$ cat src/design/pas_pkg.sv
// Shared constants, types and helpers for the PCI address/data steering block
package pas_pkg;

  localparam int AD_W = 32;
  localparam int BE_W = 4;
  localparam int BYTE_W = 8;

  localparam logic [31:0] AD_RST = 32'h0000_0000;
  localparam logic [3:0] BE_RST = 4'h0;
  localparam logic FRAME_N_RST = 1'b1;

  localparam logic ORDER_LITTLE = 1'b0;
  localparam logic ORDER_BIG = 1'b1;

  typedef enum logic [2:0] {
    PAS_IDLE = 3'b001,
    PAS_ADDR = 3'b010,
    PAS_DATA = 3'b100
  } pas_phase_t;

  // Byte lane reversal within one DWORD
  function automatic logic [31:0] swap_bytes(input logic [31:0] w);
    swap_bytes = {w[7:0], w[15:8], w[23:16], w[31:24]};
  endfunction

  // Byte enable reversal matching swap_bytes
  function automatic logic [3:0] swap_lanes(input logic [3:0] b);
    swap_lanes = {b[0], b[1], b[2], b[3]};
  endfunction

endpackage

$ cat src/design/pas_lane_if.sv
// Carrier between the steering core and its byte order mapper
`timescale 1ns/100ps
interface pas_lane_if;
  logic big_endian;
  logic [31:0] drv_word;
  logic [31:0] drv_lanes;
  logic [31:0] rcv_lanes;
  logic [31:0] rcv_word;
  logic [3:0] rcv_be_n;
  logic [3:0] rcv_valid;

  modport core (
    output big_endian,
    output drv_word,
    input drv_lanes,
    output rcv_lanes,
    input rcv_word,
    output rcv_be_n,
    input rcv_valid
  );

  modport mapper (
    input big_endian,
    input drv_word,
    output drv_lanes,
    input rcv_lanes,
    output rcv_word,
    input rcv_be_n,
    output rcv_valid
  );
endinterface

$ cat src/design/pas_lane_swap.sv
// Byte order mapper between logical DWORDs and bus byte lanes
`timescale 1ns/100ps
module pas_lane_swap (
  pas_lane_if.mapper lane
);

  // Same selection used in both directions
  always_comb begin
    if (lane.big_endian == pas_pkg::ORDER_BIG) begin
      lane.drv_lanes = pas_pkg::swap_bytes(lane.drv_word);
      lane.rcv_word = pas_pkg::swap_bytes(lane.rcv_lanes);
      lane.rcv_valid = pas_pkg::swap_lanes(~lane.rcv_be_n);
    end else begin
      lane.drv_lanes = lane.drv_word;
      lane.rcv_word = lane.rcv_lanes;
      lane.rcv_valid = ~lane.rcv_be_n;
    end
  end

endmodule

$ cat src/design/pci_ad_bus_steering.sv
// PCI multiplexed address/data bus steering: phase tracking, direction, byte order
// What this block does
// - First clock carries address, later clocks data
// - Single address phase, then at least one data
// - Little-endian: MSB on bits 31..24
// - Big-endian: lanes reversed, MSB on bits 7..0
// - Initiator drives address and writes, releases for reads
// - Target receives address and writes, drives read data
// - Uninvolved: bus released, nothing driven
// - Outputs launched only from rising clock edges, except combinational tx_data_take_o
// - Bus captured only on rising clock edges
// - Low byte enable marks lane valid
// - Frame fall starts; frame high marks last phase
`timescale 1ns/100ps
module pci_ad_bus_steering (
  // Clock and reset
  input wire logic clk_i,
  input wire logic rst_b_i,
  // Static configuration
  input wire logic big_endian_i,
  // Bus pins, sampled on the rising edge
  input wire logic [31:0] ad_i,
  output logic [31:0] ad_o,
  output logic ad_oe_o,
  input wire logic cycle_frame_n_i,
  input wire logic [3:0] command_byte_enable_n_i,
  // Transaction control from the master and target machines
  input wire logic init_start_i,
  input wire logic init_write_i,
  input wire logic [31:0] init_addr_i,
  input wire logic tgt_sel_i,
  input wire logic tgt_write_i,
  input wire logic data_xfer_i,
  // Data to be driven, logical byte order
  input wire logic [31:0] tx_data_i,
  output logic tx_data_take_o,
  // Captured address and data
  output logic [31:0] rx_addr_o,
  output logic rx_addr_valid_o,
  output logic [31:0] rx_data_o,
  output logic [3:0] rx_byte_valid_o,
  output logic rx_data_valid_o,
  // Status
  output logic initiator_o,
  output logic data_phase_o
);

  pas_pkg::pas_phase_t phase_reg;
  pas_pkg::pas_phase_t phase_next;
  logic frame_n_reg;
  logic init_role_reg;
  logic init_write_reg;
  logic [31:0] ad_reg;
  logic [31:0] ad_next;
  logic oe_reg;
  logic oe_next;
  logic [31:0] rx_addr_reg;
  logic rx_addr_valid_reg;
  logic [31:0] rx_data_reg;
  logic [3:0] rx_valid_reg;
  logic rx_data_valid_reg;
  logic frame_fall;
  logic last_done;
  logic drive_write;
  logic drive_read;
  logic receiving;

  pas_lane_if lane ();

  pas_lane_swap u_swap (
    .lane(lane.mapper)
  );

  assign lane.big_endian = big_endian_i;
  assign lane.drv_word = tx_data_i;
  assign lane.rcv_lanes = ad_i;
  assign lane.rcv_be_n = command_byte_enable_n_i;

  // Transaction starts on a sampled high-to-low frame edge
  assign frame_fall = frame_n_reg & ~cycle_frame_n_i;
  // Frame already high on the completing data phase means it was the last
  assign last_done = (phase_reg == pas_pkg::PAS_DATA) & data_xfer_i & cycle_frame_n_i;

  assign drive_write = init_role_reg & init_write_reg;
  assign drive_read = ~init_role_reg & tgt_sel_i & ~tgt_write_i;
  assign receiving = (phase_reg == pas_pkg::PAS_DATA) &
                     ((init_role_reg & ~init_write_reg) |
                      (~init_role_reg & tgt_sel_i & tgt_write_i));

  // A new word is consumed when a driven data phase completes
  assign tx_data_take_o = (phase_reg == pas_pkg::PAS_DATA) & data_xfer_i &
                          (drive_write | drive_read);

  // Phase tracking
  always_comb begin
    phase_next = phase_reg;
    case (phase_reg)
      pas_pkg::PAS_IDLE: begin
        if (init_start_i) begin
          phase_next = pas_pkg::PAS_ADDR;
        end else if (frame_fall) begin
          // The sampled cycle was the address phase
          phase_next = pas_pkg::PAS_DATA;
        end
      end
      pas_pkg::PAS_ADDR: begin
        phase_next = pas_pkg::PAS_DATA;
      end
      pas_pkg::PAS_DATA: begin
        if (last_done) begin
          phase_next = pas_pkg::PAS_IDLE;
        end
      end
      default: begin
        phase_next = pas_pkg::PAS_IDLE;
      end
    endcase
  end

  always_ff @(posedge clk_i) begin
    if (!rst_b_i) begin
      phase_reg <= pas_pkg::PAS_IDLE;
    end else begin
      phase_reg <= phase_next;
    end
  end

  always_ff @(posedge clk_i) begin
    if (!rst_b_i) begin
      frame_n_reg <= pas_pkg::FRAME_N_RST;
    end else begin
      frame_n_reg <= cycle_frame_n_i;
    end
  end

  // Role and direction, held for the whole transaction
  always_ff @(posedge clk_i) begin
    if (!rst_b_i) begin
      init_role_reg <= 1'b0;
      init_write_reg <= 1'b0;
    end else if (phase_reg == pas_pkg::PAS_IDLE && init_start_i) begin
      init_role_reg <= 1'b1;
      init_write_reg <= init_write_i;
    end else if (last_done) begin
      init_role_reg <= 1'b0;
      init_write_reg <= 1'b0;
    end
  end

  // Next drive value and enable, registered so pins move only at the edge
  always_comb begin
    ad_next = ad_reg;
    oe_next = 1'b0;
    case (phase_reg)
      pas_pkg::PAS_IDLE: begin
        if (init_start_i) begin
          ad_next = init_addr_i;
          oe_next = 1'b1;
        end
      end
      pas_pkg::PAS_ADDR: begin
        if (init_write_reg) begin
          ad_next = lane.drv_lanes;
          oe_next = 1'b1;
        end
      end
      pas_pkg::PAS_DATA: begin
        if (!last_done && (drive_write || drive_read)) begin
          oe_next = 1'b1;
          // Hold the word through wait states, fetch a new one on completion
          if (data_xfer_i || !oe_reg) begin
            ad_next = lane.drv_lanes;
          end
        end
      end
      default: begin
        oe_next = 1'b0;
      end
    endcase
  end

  always_ff @(posedge clk_i) begin
    if (!rst_b_i) begin
      ad_reg <= pas_pkg::AD_RST;
    end else begin
      ad_reg <= ad_next;
    end
  end

  always_ff @(posedge clk_i) begin
    if (!rst_b_i) begin
      oe_reg <= 1'b0;
    end else begin
      oe_reg <= oe_next;
    end
  end

  // Address capture as a target candidate
  always_ff @(posedge clk_i) begin
    if (!rst_b_i) begin
      rx_addr_reg <= pas_pkg::AD_RST;
      rx_addr_valid_reg <= 1'b0;
    end else begin
      rx_addr_valid_reg <= 1'b0;
      if (phase_reg == pas_pkg::PAS_IDLE && !init_start_i && frame_fall) begin
        rx_addr_reg <= ad_i;
        rx_addr_valid_reg <= 1'b1;
      end
    end
  end

  // Data capture; lanes flagged invalid still arrive but are marked
  always_ff @(posedge clk_i) begin
    if (!rst_b_i) begin
      rx_data_reg <= pas_pkg::AD_RST;
      rx_valid_reg <= pas_pkg::BE_RST;
      rx_data_valid_reg <= 1'b0;
    end else begin
      rx_data_valid_reg <= 1'b0;
      if (receiving && data_xfer_i) begin
        rx_data_reg <= lane.rcv_word;
        rx_valid_reg <= lane.rcv_valid;
        rx_data_valid_reg <= 1'b1;
      end
    end
  end

  assign ad_o = ad_reg;
  assign ad_oe_o = oe_reg;
  assign rx_addr_o = rx_addr_reg;
  assign rx_addr_valid_o = rx_addr_valid_reg;
  assign rx_data_o = rx_data_reg;
  assign rx_byte_valid_o = rx_valid_reg;
  assign rx_data_valid_o = rx_data_valid_reg;
  assign initiator_o = init_role_reg;
  assign data_phase_o = (phase_reg == pas_pkg::PAS_DATA);

endmodule

$ cat config.mk
export PLATFORM = sky130hd
export DESIGN_NAME = pci_ad_bus_steering
export DESIGN_NICKNAME = d
export VERILOG_FILES = /design/src/design/pas_pkg.sv /design/src/design/pas_lane_if.sv /design/src/design/pas_lane_swap.sv /design/src/design/pci_ad_bus_steering.sv
export SDC_FILE = /design/constraint.sdc
export NUM_CORES = 1
export LEC_CHECK = 0
export BUFFER_PORTS_ARGS = -buffer_cell sky130_fd_sc_hd__buf_2
export CAP_MARGIN = 20
export CORE_ASPECT_RATIO = 0.5
export CORE_MARGIN = 2
export CORE_UTILIZATION = 50
export CTS_CLUSTER_DIAMETER = 30
export CTS_CLUSTER_SIZE = 40
export DETAILED_ROUTE_END_ITERATION = 16
export HOLD_SLACK_MARGIN = 0.12
export PLACE_DENSITY = 0.93
export SYNTH_ARGS = -nofsm -noshare
export SYNTH_HDL_FRONTEND = slang
export SYNTH_SLANG_ARGS = --single-unit
$ cat constraint.sdc
create_clock -name clk_i -period 3.6 [get_ports clk_i]
set_input_delay 0.72 -clock clk_i [delete_from_list [all_inputs] [get_ports clk_i]]
set_output_delay 0.72 -clock clk_i [all_outputs]
set_load 0.01 [all_outputs]
==> results of run 1 <==
[worst max-delay path, delay by kind of cell (launching register included)]
| kind | cells | cell delay (ns) |
|---|---|---|
| AO/OA/AOI/OAI | 2 | 0.79 |
| flip-flops | 1 | 0.62 |
| AND/OR/NAND/NOR | 1 | 0.24 |
| buffers and inverters | 1 | 0.42 |
| multiplexers | 1 | 0.23 |
[metal layers]
metal	vias up	wire, µm	global-route usage, %
met1	2387	6230	28.7
met3	26	862	5.92
met5	-	0	0
met4	0	327	7.29
met2	167	7220	43.7
li1	2479	-	-
[Yosys cell counts]
| cell type | count |
|---|---|
| nand3_1 | 1 |
| nand2_1 | 132 |
| nand3b_1 | 3 |
| buf_6 | 7 |
| xnor2_2 | 1 |
| o21bai_1 | 1 |
| a21boi_1 | 33 |
| o21a_1 | 33 |
| nor3b_1 | 2 |
| nor2_1 | 4 |
| dfxtp_1 | 109 |
| buf_1 | 1 |
| buf_4 | 3 |
| nand2b_1 | 5 |
| nor3_1 | 32 |
| or2_1 | 1 |
| nor3b_4 | 1 |
| or4b_4 | 1 |
| and2_1 | 4 |
| o211a_1 | 33 |
| o21ai_1 | 1 |
| a21oi_1 | 6 |
| mux2i_1 | 104 |
| nor2b_1 | 8 |
| o21ai_0 | 32 |
| buf_2 | 16 |
| nand4bb_1 | 1 |
| nor4bb_1 | 1 |
| a21oi_2 | 1 |
| clkbuf_1 | 29 |
| o221ai_2 | 1 |
[final cells by class]
cell class                      instances  area, µm²
Sequential cell                       109       2180
Clock buffer                           12        246
Multi-Input combinational cell        442       3020
Timing Repair Buffer                  224       1160
Fill cell                             866       3580
Clock inverter                          2       35.0
Tap cell                              140        175
[report_power, final]
group | internal, µW | switching [µW]
clock network | 551 | 405
logic | 322 | 424
registers | 1310 | 65.2
total | 2180 | 895
[final timing paths]
path / start / endpoint / slack, ns
setup reg to reg: phase_reg[1]$_SDFFE_PN0P_ / ad_o[5]$_SDFFE_PN0P_ / 1.22
setup / recovery: phase_reg[1]$_SDFFE_PN0P_ / ad_o[5]$_SDFFE_PN0P_ / 1.22
hold / removal: rx_addr_o[6]$_SDFFE_PN0P_ / rx_addr_o[6]$_SDFFE_PN0P_ / 0.45
hold reg to reg: rx_addr_o[6]$_SDFFE_PN0P_ / rx_addr_o[6]$_SDFFE_PN0P_ / 0.45
[cell usage in the layout, fill, tap and decap left out, types with 2 or more instances in the layout]
cell type	count
a21boi_1	33
nor2_1	4
nand3b_1	3
clkbuf_16	9
a21oi_1	6
nor2b_1	7
nand2_1	132
nand2b_1	5
clkbuf_1	2
o211a_1	33
buf_2	212
buf_4	11
and2_1	4
o21ai_0	32
nor3_1	32
dfxtp_1	108
o21a_1	33
nor3b_1	2
mux2i_1	104
[through the flow]
step,utilization [%],area [µm²],hold WS [ns]
floorplan,-,5470,0.479
global placement,62.9,6540,0.438
detailed placement,62.9,6540,0.442
CTS,65.6,6830,0.451
global route,65.6,6830,0.474
finish,65.6,6830,0.451
[cell families after synthesis]
kind of cell	share of synthesized area, %
buffers and inverters	5.38
multiplexers	19.0
AND/OR/NAND/NOR	16.1
flip-flops	39.9
AO/OA/AOI/OAI	19.3
XOR/XNOR	0.298
==> out/qor.yml, run 1 <==
flow_run:
  drv_cap: 0
worst_setup_path:
  crit_fanout: 17
  worstPathCellList: "nand2b_1 > a21oi_1 > o221ai_4 > buf_4 > mux2i_1"
  arrival_ns: 2.64
  critPathLaunchType: "flop"
  setup.worst_path.end_class: "flop"
  cp_slowest_cell: "o221ai_4"
  worstSetupPathType: "flop to flop"
  cpPeakStageDelay_ns: 0.65
  r2r_cells: 5
  crit_required_ns: 3.86
floorplan:
  num_rows: 26
  core-area_um2: 10400
  die-area_um2: 11800
  die_h_um: 77.9
  die_w_um: 152
  io_pins: 215
  start_util_pct: 52.5
synthesis:
  syn_inst: 607
  syn_area_um2: 5470
  ys_seq_area_share_pct: 39.9
  synth-seq-cells: 109
  yosys-top-cells-area: "dfxtp_1, mux2i_1, nand2_1"
  avgSynthCellArea_um2: 9.00
  yosys_warnings: 0
  syn_nets: 716
  yosysUniqueCellTypes: 31
  yosysTopAreaCellShare_pct: 39.9
  synth_area_leader_cell: "dfxtp_1"
cts:
  htreeDepth: 3
  ctsResizeCount: 0
  holdBufCountCts: 0
  cts-root-buf: "clkbuf_16"
  cts.sinks: 109
  cts-buffers-inserted: 9
  cts_tree: "built"
  clock_path_buffers: 2
  postCtsSetupBuffers: 0
  insertion_delay_ns: 0.33
  clk_pin_slew_ns: 0.07
finish:
  n_antenna_cell: 0
  nets: 895
  fin_cells: 929
  drive_gt1_share_pct: 30.8
  area_growth_pct: 24.9
status:
  status: "finished, final reports clean"
timing:
  setup_viol: 0
  relSlewSlack_pct: 43.3
  period_needed_ns: 2.38
  final_hold_viol_count: 0
  fmax_mhz: 420
  fin_skew_ns: 0.00448
  finalCritPeriodShare_pct: 66.2
  worst_pin_slew_ns: 0.851
  rsz0062_at_grt: "false"
  drv_slew: 0
  setup_ws_ns: 1.22
  tns_ns: 0
place:
  gp_congestion: 0.893
  portBuffers: 214
  post-dp-hpwl_mm: 10.5
  place_inst: 915
  dpl_worst_slack_ns: 0.988
routing:
  wire_per_inst_um: 15.8
  drtPass1Iterations: 5
  drc_errors: 0
  drtAntennaViolNets: 0
  viasPerCell: 5.45
  vias: 5059
  drt_wl_total_mm: 14.6
  drt_iter0_drc: 281
hold_path:
  hp-class: "flop to flop"
  min_delay_path_depth: 2
pwr:
  p_total_uw: 3080
  max-vdd-ir-drop_mv: 0.357
  leakagePower_uw: 0.00358
  powerDensity_nw_per_um2: 451
global_route:
  grt_pass1_wl_mm: 23.7
  grt_max_degree: 95
  grt.total_usage_pct: 24.2
  first_global_vias: 4827
  antenna_found_initial: 0
  grt_overflow: 0
(Power assumes the default switching activity.)
==> inputs of run 2 (changes only) <==
CORE_UTILIZATION = 49   (was 50)
PLACE_DENSITY = 0.91   (was 0.93)
clock period = 2.4 ns   (was 3.6 ns; I/O delays follow)
==> run 2 against run 1 <==
  * Worst setup slack got worse by 1.0 ns
  * Hold slack got worse by 0.056 ns
  * Total power grew 57%
  * Die area grew 2.0%
  * Maximum frequency increased by 7.4%
  * Count of clock-buffer cells in the layout shrank 1
  * Register-to-register slack worse by 1.0 ns
  * Via count is 0.89% higher
  * Highest routed layer unchanged
==> out/qor.yml, run 2 (same netlist as run 1, synthesis figures left out) <==
worst_setup_path:
  ff2ff_setup_slack_ns: 0.18  # -1.04 ns
  crit_required_ns: 2.66  # -1.20 ns
  cp_slowest_cell: "dfxtp_1"
  critPathLaunchType: "flop"
  cp.buffers_inverters: 1  # unchanged
  r2r_cells: 5  # unchanged
  crit_family: "compound AO/OA/AOI/OAI gates"
  worstPathCellList: "nand2b_1 > a21oi_1 > o221ai_4 > buf_12 > mux2i_1"
  crit_cells: 5  # unchanged
  worstSetupPathType: "flop to flop"
  crit_fanout: 18  # +1
  arrival_ns: 2.48  # -0.16 ns
  cpPeakStageDelay_ns: 0.65  # about the same
  setup.worst_path.end_class: "flop"
global_route:
  grt_pass1_wl_mm: 23.7  # about the same
  grt_max_degree: 70  # -26%
  antenna_found_initial: 0  # unchanged
  first_global_vias: 4910  # +1.7%
  grt_overflow: 0  # unchanged
  grt.total_usage_pct: 23.9  # -0.26 points
timing:
  fmax_mhz: 451  # +7.4%
  relSlewSlack_pct: 48.5  # +5.2 points
  setup_viol: 0  # unchanged
  final_hold_viol_count: 0  # unchanged
  tns_ns: 0  # unchanged
  period_needed_ns: 2.22  # -0.164 ns
  rsz0062_at_grt: "false"
  drv_slew: 0  # unchanged
  fin_skew_ns: 0.0100  # +0.00554 ns
  worst_pin_slew_ns: 0.772  # -0.0786 ns
  finalCritPeriodShare_pct: 92.4  # +26 points
  worst_hold_slack_ns: 0.395  # -0.0557 ns
floorplan:
  io_pins: 215  # unchanged
  num_rows: 27  # +3.8%
  die-area_um2: 12100  # +2.0%
  die_h_um: 78.7  # +0.97%
  core-area_um2: 10900  # +5.1%
  die_w_um: 153  # +0.99%
  start_util_pct: 49.9  # -2.6 points
finish:
  final_common_cell: "buf_2"
  area_growth_pct: 27.0
  drive_gt1_share_pct: 31.3  # +0.48 points
  post-route-cell-area_um2: 6940  # +1.7%
  mostFrequentLayoutCells: "buf_2, nand2_1, dfxtp_1"
  fillers: 938  # +8.3%
  n_antenna_cell: 0  # unchanged
  nets: 897  # +0.22%
  fin_cells: 938  # +0.97%
place:
  portBuffers: 214  # unchanged
  place_inst: 922  # +0.77%
  gp_congestion: 0.894  # about the same
  post_dp_cell_area_um2: 6620  # +1.1%
  post-dp-hpwl_mm: 10.4  # -0.79%
cts:
  clk_pin_slew_ns: 0.07  # about the same
  cts-root-buf: "clkbuf_16"
  clock_path_buffers: 2  # unchanged
  cts_tree: "built"
  insertion_delay_ns: 0.34  # about the same
  holdBufCountCts: 0  # unchanged
  cts-buffers-inserted: 9  # unchanged
  cts.sinks: 109  # unchanged
  postCtsSetupBuffers: 0  # unchanged
  ctsResizeCount: 0  # unchanged
  htreeDepth: 3  # unchanged
flow_run:
  drv_cap: 0  # unchanged
routing:
  wire_per_inst_um: 15.7  # -0.56%
  drtAntennaViolNets: 0  # unchanged
  drt_wl_total_mm: 14.7  # +0.40%
  vias: 5104  # +0.89%
  drt_iter0_drc: 440  # +57%
  drtPass1Iterations: 5  # unchanged
  viasPerCell: 5.44  # about the same
  drc_errors: 0  # unchanged
pwr:
  max-vdd-ir-drop_mv: 0.389  # +9.0%
  pwr-share-seq_pct: 42.7  # -1.9 points
  powerDensity_nw_per_um2: 695  # +54%
  p_int_uw: 3420  # +57%
  p_total_uw: 4820  # +57%
  clockPowerShare_pct: 33.3  # +2.2 points
  p_sw_uw: 1410  # +57%
  comb_power_share_pct: 24.1  # -0.2 points
  leakagePower_uw: 0.00363  # +1.3%
  switching_share_pct: 29.2  # +0.094 points
hold_path:
  min_delay_path_depth: 3  # +1
  hp-class: "input pin to flop"
status:
  status: "finished, final reports clean"
[run 2: cell count changes in the layout (fill, tap and decap cells not counted)]
cell	delta
buf_12	+4
buf_4	-2
bufinv_16	+1
clkbuf_1	-1
clkinvlp_4	+1
inv_6	+1
[run 2: path summary, 6_finish.rpt]
| kind | from | endpoint |
|---|---|---|
| worst max-delay path | phase_reg[1]$_SDFFE_PN0P_ | ad_o[26]$_SDFFE_PN0P_ |
| worst min-delay path | ad_i[2] | rx_addr_o[2]$_SDFFE_PN0P_ |
| worst max register to register | phase_reg[1]$_SDFFE_PN0P_ | ad_o[26]$_SDFFE_PN0P_ |
| worst min register to register | rx_addr_o[2]$_SDFFE_PN0P_ | rx_addr_o[2]$_SDFFE_PN0P_ |
[run 2: tightest hold or removal path, stage by stage]
cell	delay (ns)
buf_2	0.11
nand2_1	0.05
a21boi_1	0.05
[run 2: layer usage]
metal | part of all wire [%] | vias up | global-route usage [%]
met5 | 0 | - | 0
met3 | 6.0 | 33 | 5.63
met4 | 2.7 | 0 | 9.63
met1 | 42 | 2419 | 28.0
li1 | - | 2480 | -
met2 | 49 | 172 | 42.8
[run 2: per-stage QoR]
| step | utilization [%] | setup slack [ns] |
|---|---|---|
| global route | 63.4 | 0.0160 |
| floorplan | - | 0.754 |
| global placement | 60.4 | 0.283 |
| CTS | 63.4 | 0.184 |
| detailed placement | 60.4 | 0.185 |
| finish | 63.4 | 0.182 |
[run 2: power by group through the flow]
stage | combinational [µW] | clock, µW | sequential (µW)
floorplan | 706 | 0 | 2140
global placement | 1120 | 0 | 2090
detailed placement | 1160 | 0 | 2100
CTS | 1160 | 1650 | 2060
global route | 1270 | 1710 | 2080
finish | 1160 | 1610 | 2060
[run 2: cell type report]
| class | count | area, µm² | share of cell area, % |
|---|---|---|---|
| clock buffer | 11 | 243 | 3.50 |
| tap | 145 | 181 | 2.61 |
| timing repair buffer | 226 | 1230 | 17.7 |
| sequential | 109 | 2180 | 31.5 |
| clock inverter | 5 | 81.3 | 1.17 |
| multi-input combinational | 442 | 3020 | 43.5 |
==> inputs of run 3 (changes only) <==
ABC_AREA = 1   (was default)
PLACE_DENSITY = 0.81   (was 0.91)
==> run 3 against run 2 <==
  * Combinational power grew 13%
  * Critical path depth unchanged
  * Sequential power rose by 3%
  * Maximum frequency grew 8.6%
  * Die area down 0.71%
  * Via count is 13% higher
  * Clock power is 2% lower
  * Cell count increased by 22%
  * First-iteration DRC count rose by 9.3%
  * Critical path type is now flop to primary output
  * Largest cell class unchanged
==> out/qor.yml, run 3 <==
status:
  status: "finished, final reports clean"
timing:
  worst_pin_slew_ns: 0.629  # -0.143 ns
  relSlewSlack_pct: 58.1  # +9.5 points
  tns_ns: 0  # unchanged
  setup_viol: 0  # unchanged
  finalCritPeriodShare_pct: 85.1  # -7.3 points
  rsz0062_at_grt: "false"
  setup_ws_ns: 0.357  # +0.176 ns
  final_hold_viol_count: 0  # unchanged
  drv_slew: 0  # unchanged
  worst_hold_slack_ns: 0.385  # -0.00996 ns
  fmax_mhz: 490  # +8.6%
  period_needed_ns: 2.04  # -0.176 ns
  fin_skew_ns: 0.00927  # -0.000760 ns
synthesis:
  syn_inst: 813  # +34%
  async_reset_ff_share_pct: 0  # unchanged
  yosysUniqueCellTypes: 28  # -9.7%
  yosys_warnings: 0  # unchanged
  syn_area_um2: 5430  # -0.73%
  synth_edf_count: 0  # unchanged
  yosysTopAreaCellShare_pct: 40.2  # +0.29 points
  synth_area_leader_cell: "dfxtp_1"
  avgSynthCellArea_um2: 6.67  # -26%
  yosys.cell_count.top_type: "nand2_1"
  yosys-top-cells-area: "dfxtp_1, nand2_1, o21ai_0"
  synth-seq-cells: 109  # unchanged
  synth_top_cells_by_count: "nand2_1, o21ai_0, dfxtp_1"
  syn_nets: 922  # +29%
  ys.flop_type: "dfxtp_1"
  ys_seq_area_share_pct: 40.2  # +0.29 points
cts:
  clock_path_buffers: 2  # unchanged
  htreeDepth: 3  # unchanged
  cts.sinks: 109  # unchanged
  cts-root-buf: "clkbuf_16"
  insertion_delay_ns: 0.34  # about the same
  cts-buffers-inserted: 9  # unchanged
  cts_tree: "built"
  ctsResizeCount: 0  # unchanged
  clk_pin_slew_ns: 0.08  # about the same
  holdBufCountCts: 0  # unchanged
  postCtsSetupBuffers: 0  # unchanged
place:
  post-dp-hpwl_mm: 10.6  # +1.9%
  dpl_worst_slack_ns: 0.510  # +0.325 ns
  gp_congestion: 0.881  # -1.4%
  portBuffers: 214  # unchanged
worst_setup_path:
  arrival_ns: 1.56  # -0.92 ns
  crit_required_ns: 1.92  # -0.74 ns
  critPathLaunchType: "flop"
  worstSetupPathType: "flop to primary output"
  setup.worst_path.end_class: "primary output"
  crit_fanout: 23  # +5
global_route:
  grt_pass1_wl_mm: 24.2  # +2.2%
  grt.total_usage_pct: 24.8  # +0.88 points
  grt_overflow: 0  # unchanged
  grt_max_degree: 83  # +19%
  first_global_vias: 5081  # +3.5%
  antenna_found_initial: 0  # unchanged
finish:
  n_antenna_cell: 0  # unchanged
  area_growth_pct: 26.4
  drive_gt1_share_pct: 26.4  # -4.9 points
  nets: 1101  # +23%
  final_util_pct: 63.0  # -0.35 points
  mostFrequentLayoutCells: "buf_2, nand2_1, o21ai_0"
  final_common_cell: "buf_2"
floorplan:
  core-area_um2: 10900  # -0.62%
  die_h_um: 78.4  # -0.35%
  io_pins: 215  # unchanged
  die-area_um2: 12000  # -0.71%
  start_util_pct: 49.9  # -0.058 points
  die_w_um: 153  # -0.36%
  num_rows: 27  # unchanged
routing:
  drtPass1Iterations: 6  # +1
  drc_errors: 0  # unchanged
  drt_wl_total_mm: 15.0  # +1.9%
  viasPerCell: 5.03  # -7.5%
  wire_per_inst_um: 13.1  # -16%
  vias: 5748  # +13%
  drtAntennaViolNets: 0  # unchanged
  drt_iter0_drc: 481  # +9.3%
pwr:
  leakagePower_uw: 0.00375  # +3.3%
  max-vdd-ir-drop_mv: 0.436  # +12%
  powerDensity_nw_per_um2: 730  # +5.0%
flow_run:
  drv_cap: 0  # unchanged
hold_path:
  hp-class: "input pin to flop"
-- run 3: power breakdown --
part | total, µW | switching (µW) | internal [µW]
sequential | 2130 | 114 | 2010
combinational | 1310 | 794 | 521
clock | 1570 | 727 | 838
-- run 3: per-layer routing --
| layer | global-route usage [%] | share of wire (%) |
|---|---|---|
| met1 | 31.1 | 45 |
| met2 | 43.3 | 47 |
| met3 | 5.47 | 6.1 |
| met4 | 7.41 | 2.2 |
| met5 | 0 | 0 |
-- run 3: cell type report --
| class | count | area, µm² |
|---|---|---|
| Clock buffer | 9 | 225 |
| Clock inverter | 7 | 91.3 |
| Fill cell | 1022 | 4020 |
| Inverter | 95 | 357 |
| Multi-Input combinational cell | 551 | 2590 |
| Sequential cell | 109 | 2180 |
| Tap cell | 145 | 181 |
| Timing Repair Buffer | 226 | 1230 |
-- run 3: worst paths after layout --
path / endpoint / slack [ns] / cells after the start / from
min reg2reg: ad_o[26]$_SDFFE_PN0P_ / 0.48 / 2 / ad_o[26]$_SDFFE_PN0P_
min: rx_addr_o[5]$_SDFFE_PN0P_ / 0.39 / 3 / ad_i[5]
max reg2reg: ad_o[17]$_SDFFE_PN0P_ / 0.50 / 8 / phase_reg[0]$_SDFFE_PN1P_
max: data_phase_o / 0.36 / 5 / phase_reg[0]$_SDFFE_PN1P_
-- run 3: metrics by stage --
step,total power (µW),cells,cell area (µm²)
floorplan,3060,813,5430
global placement,3460,1126,6540
detailed placement,3490,1126,6540
CTS,5050,1142,6860
global route,5320,1142,6860
finish,5010,1142,6860
-- run 3: worst max-delay path, cell delays in order, from the launching register on --
cell,delay [ns]
dfxtp_1,0.45
nor2_2,0.09
nand2_4,0.17
buf_4,0.31
inv_1,0.07
buf_2,0.14
-- run 3: kinds of logic after synthesis --
| group | share of synthesized area [%] |
|---|---|
| flip-flops | 40.2 |
| AND/OR/NAND/NOR | 26.1 |
| AO/OA/AOI/OAI | 17.9 |
| multiplexers | 3.78 |
| buffers and inverters | 11.9 |
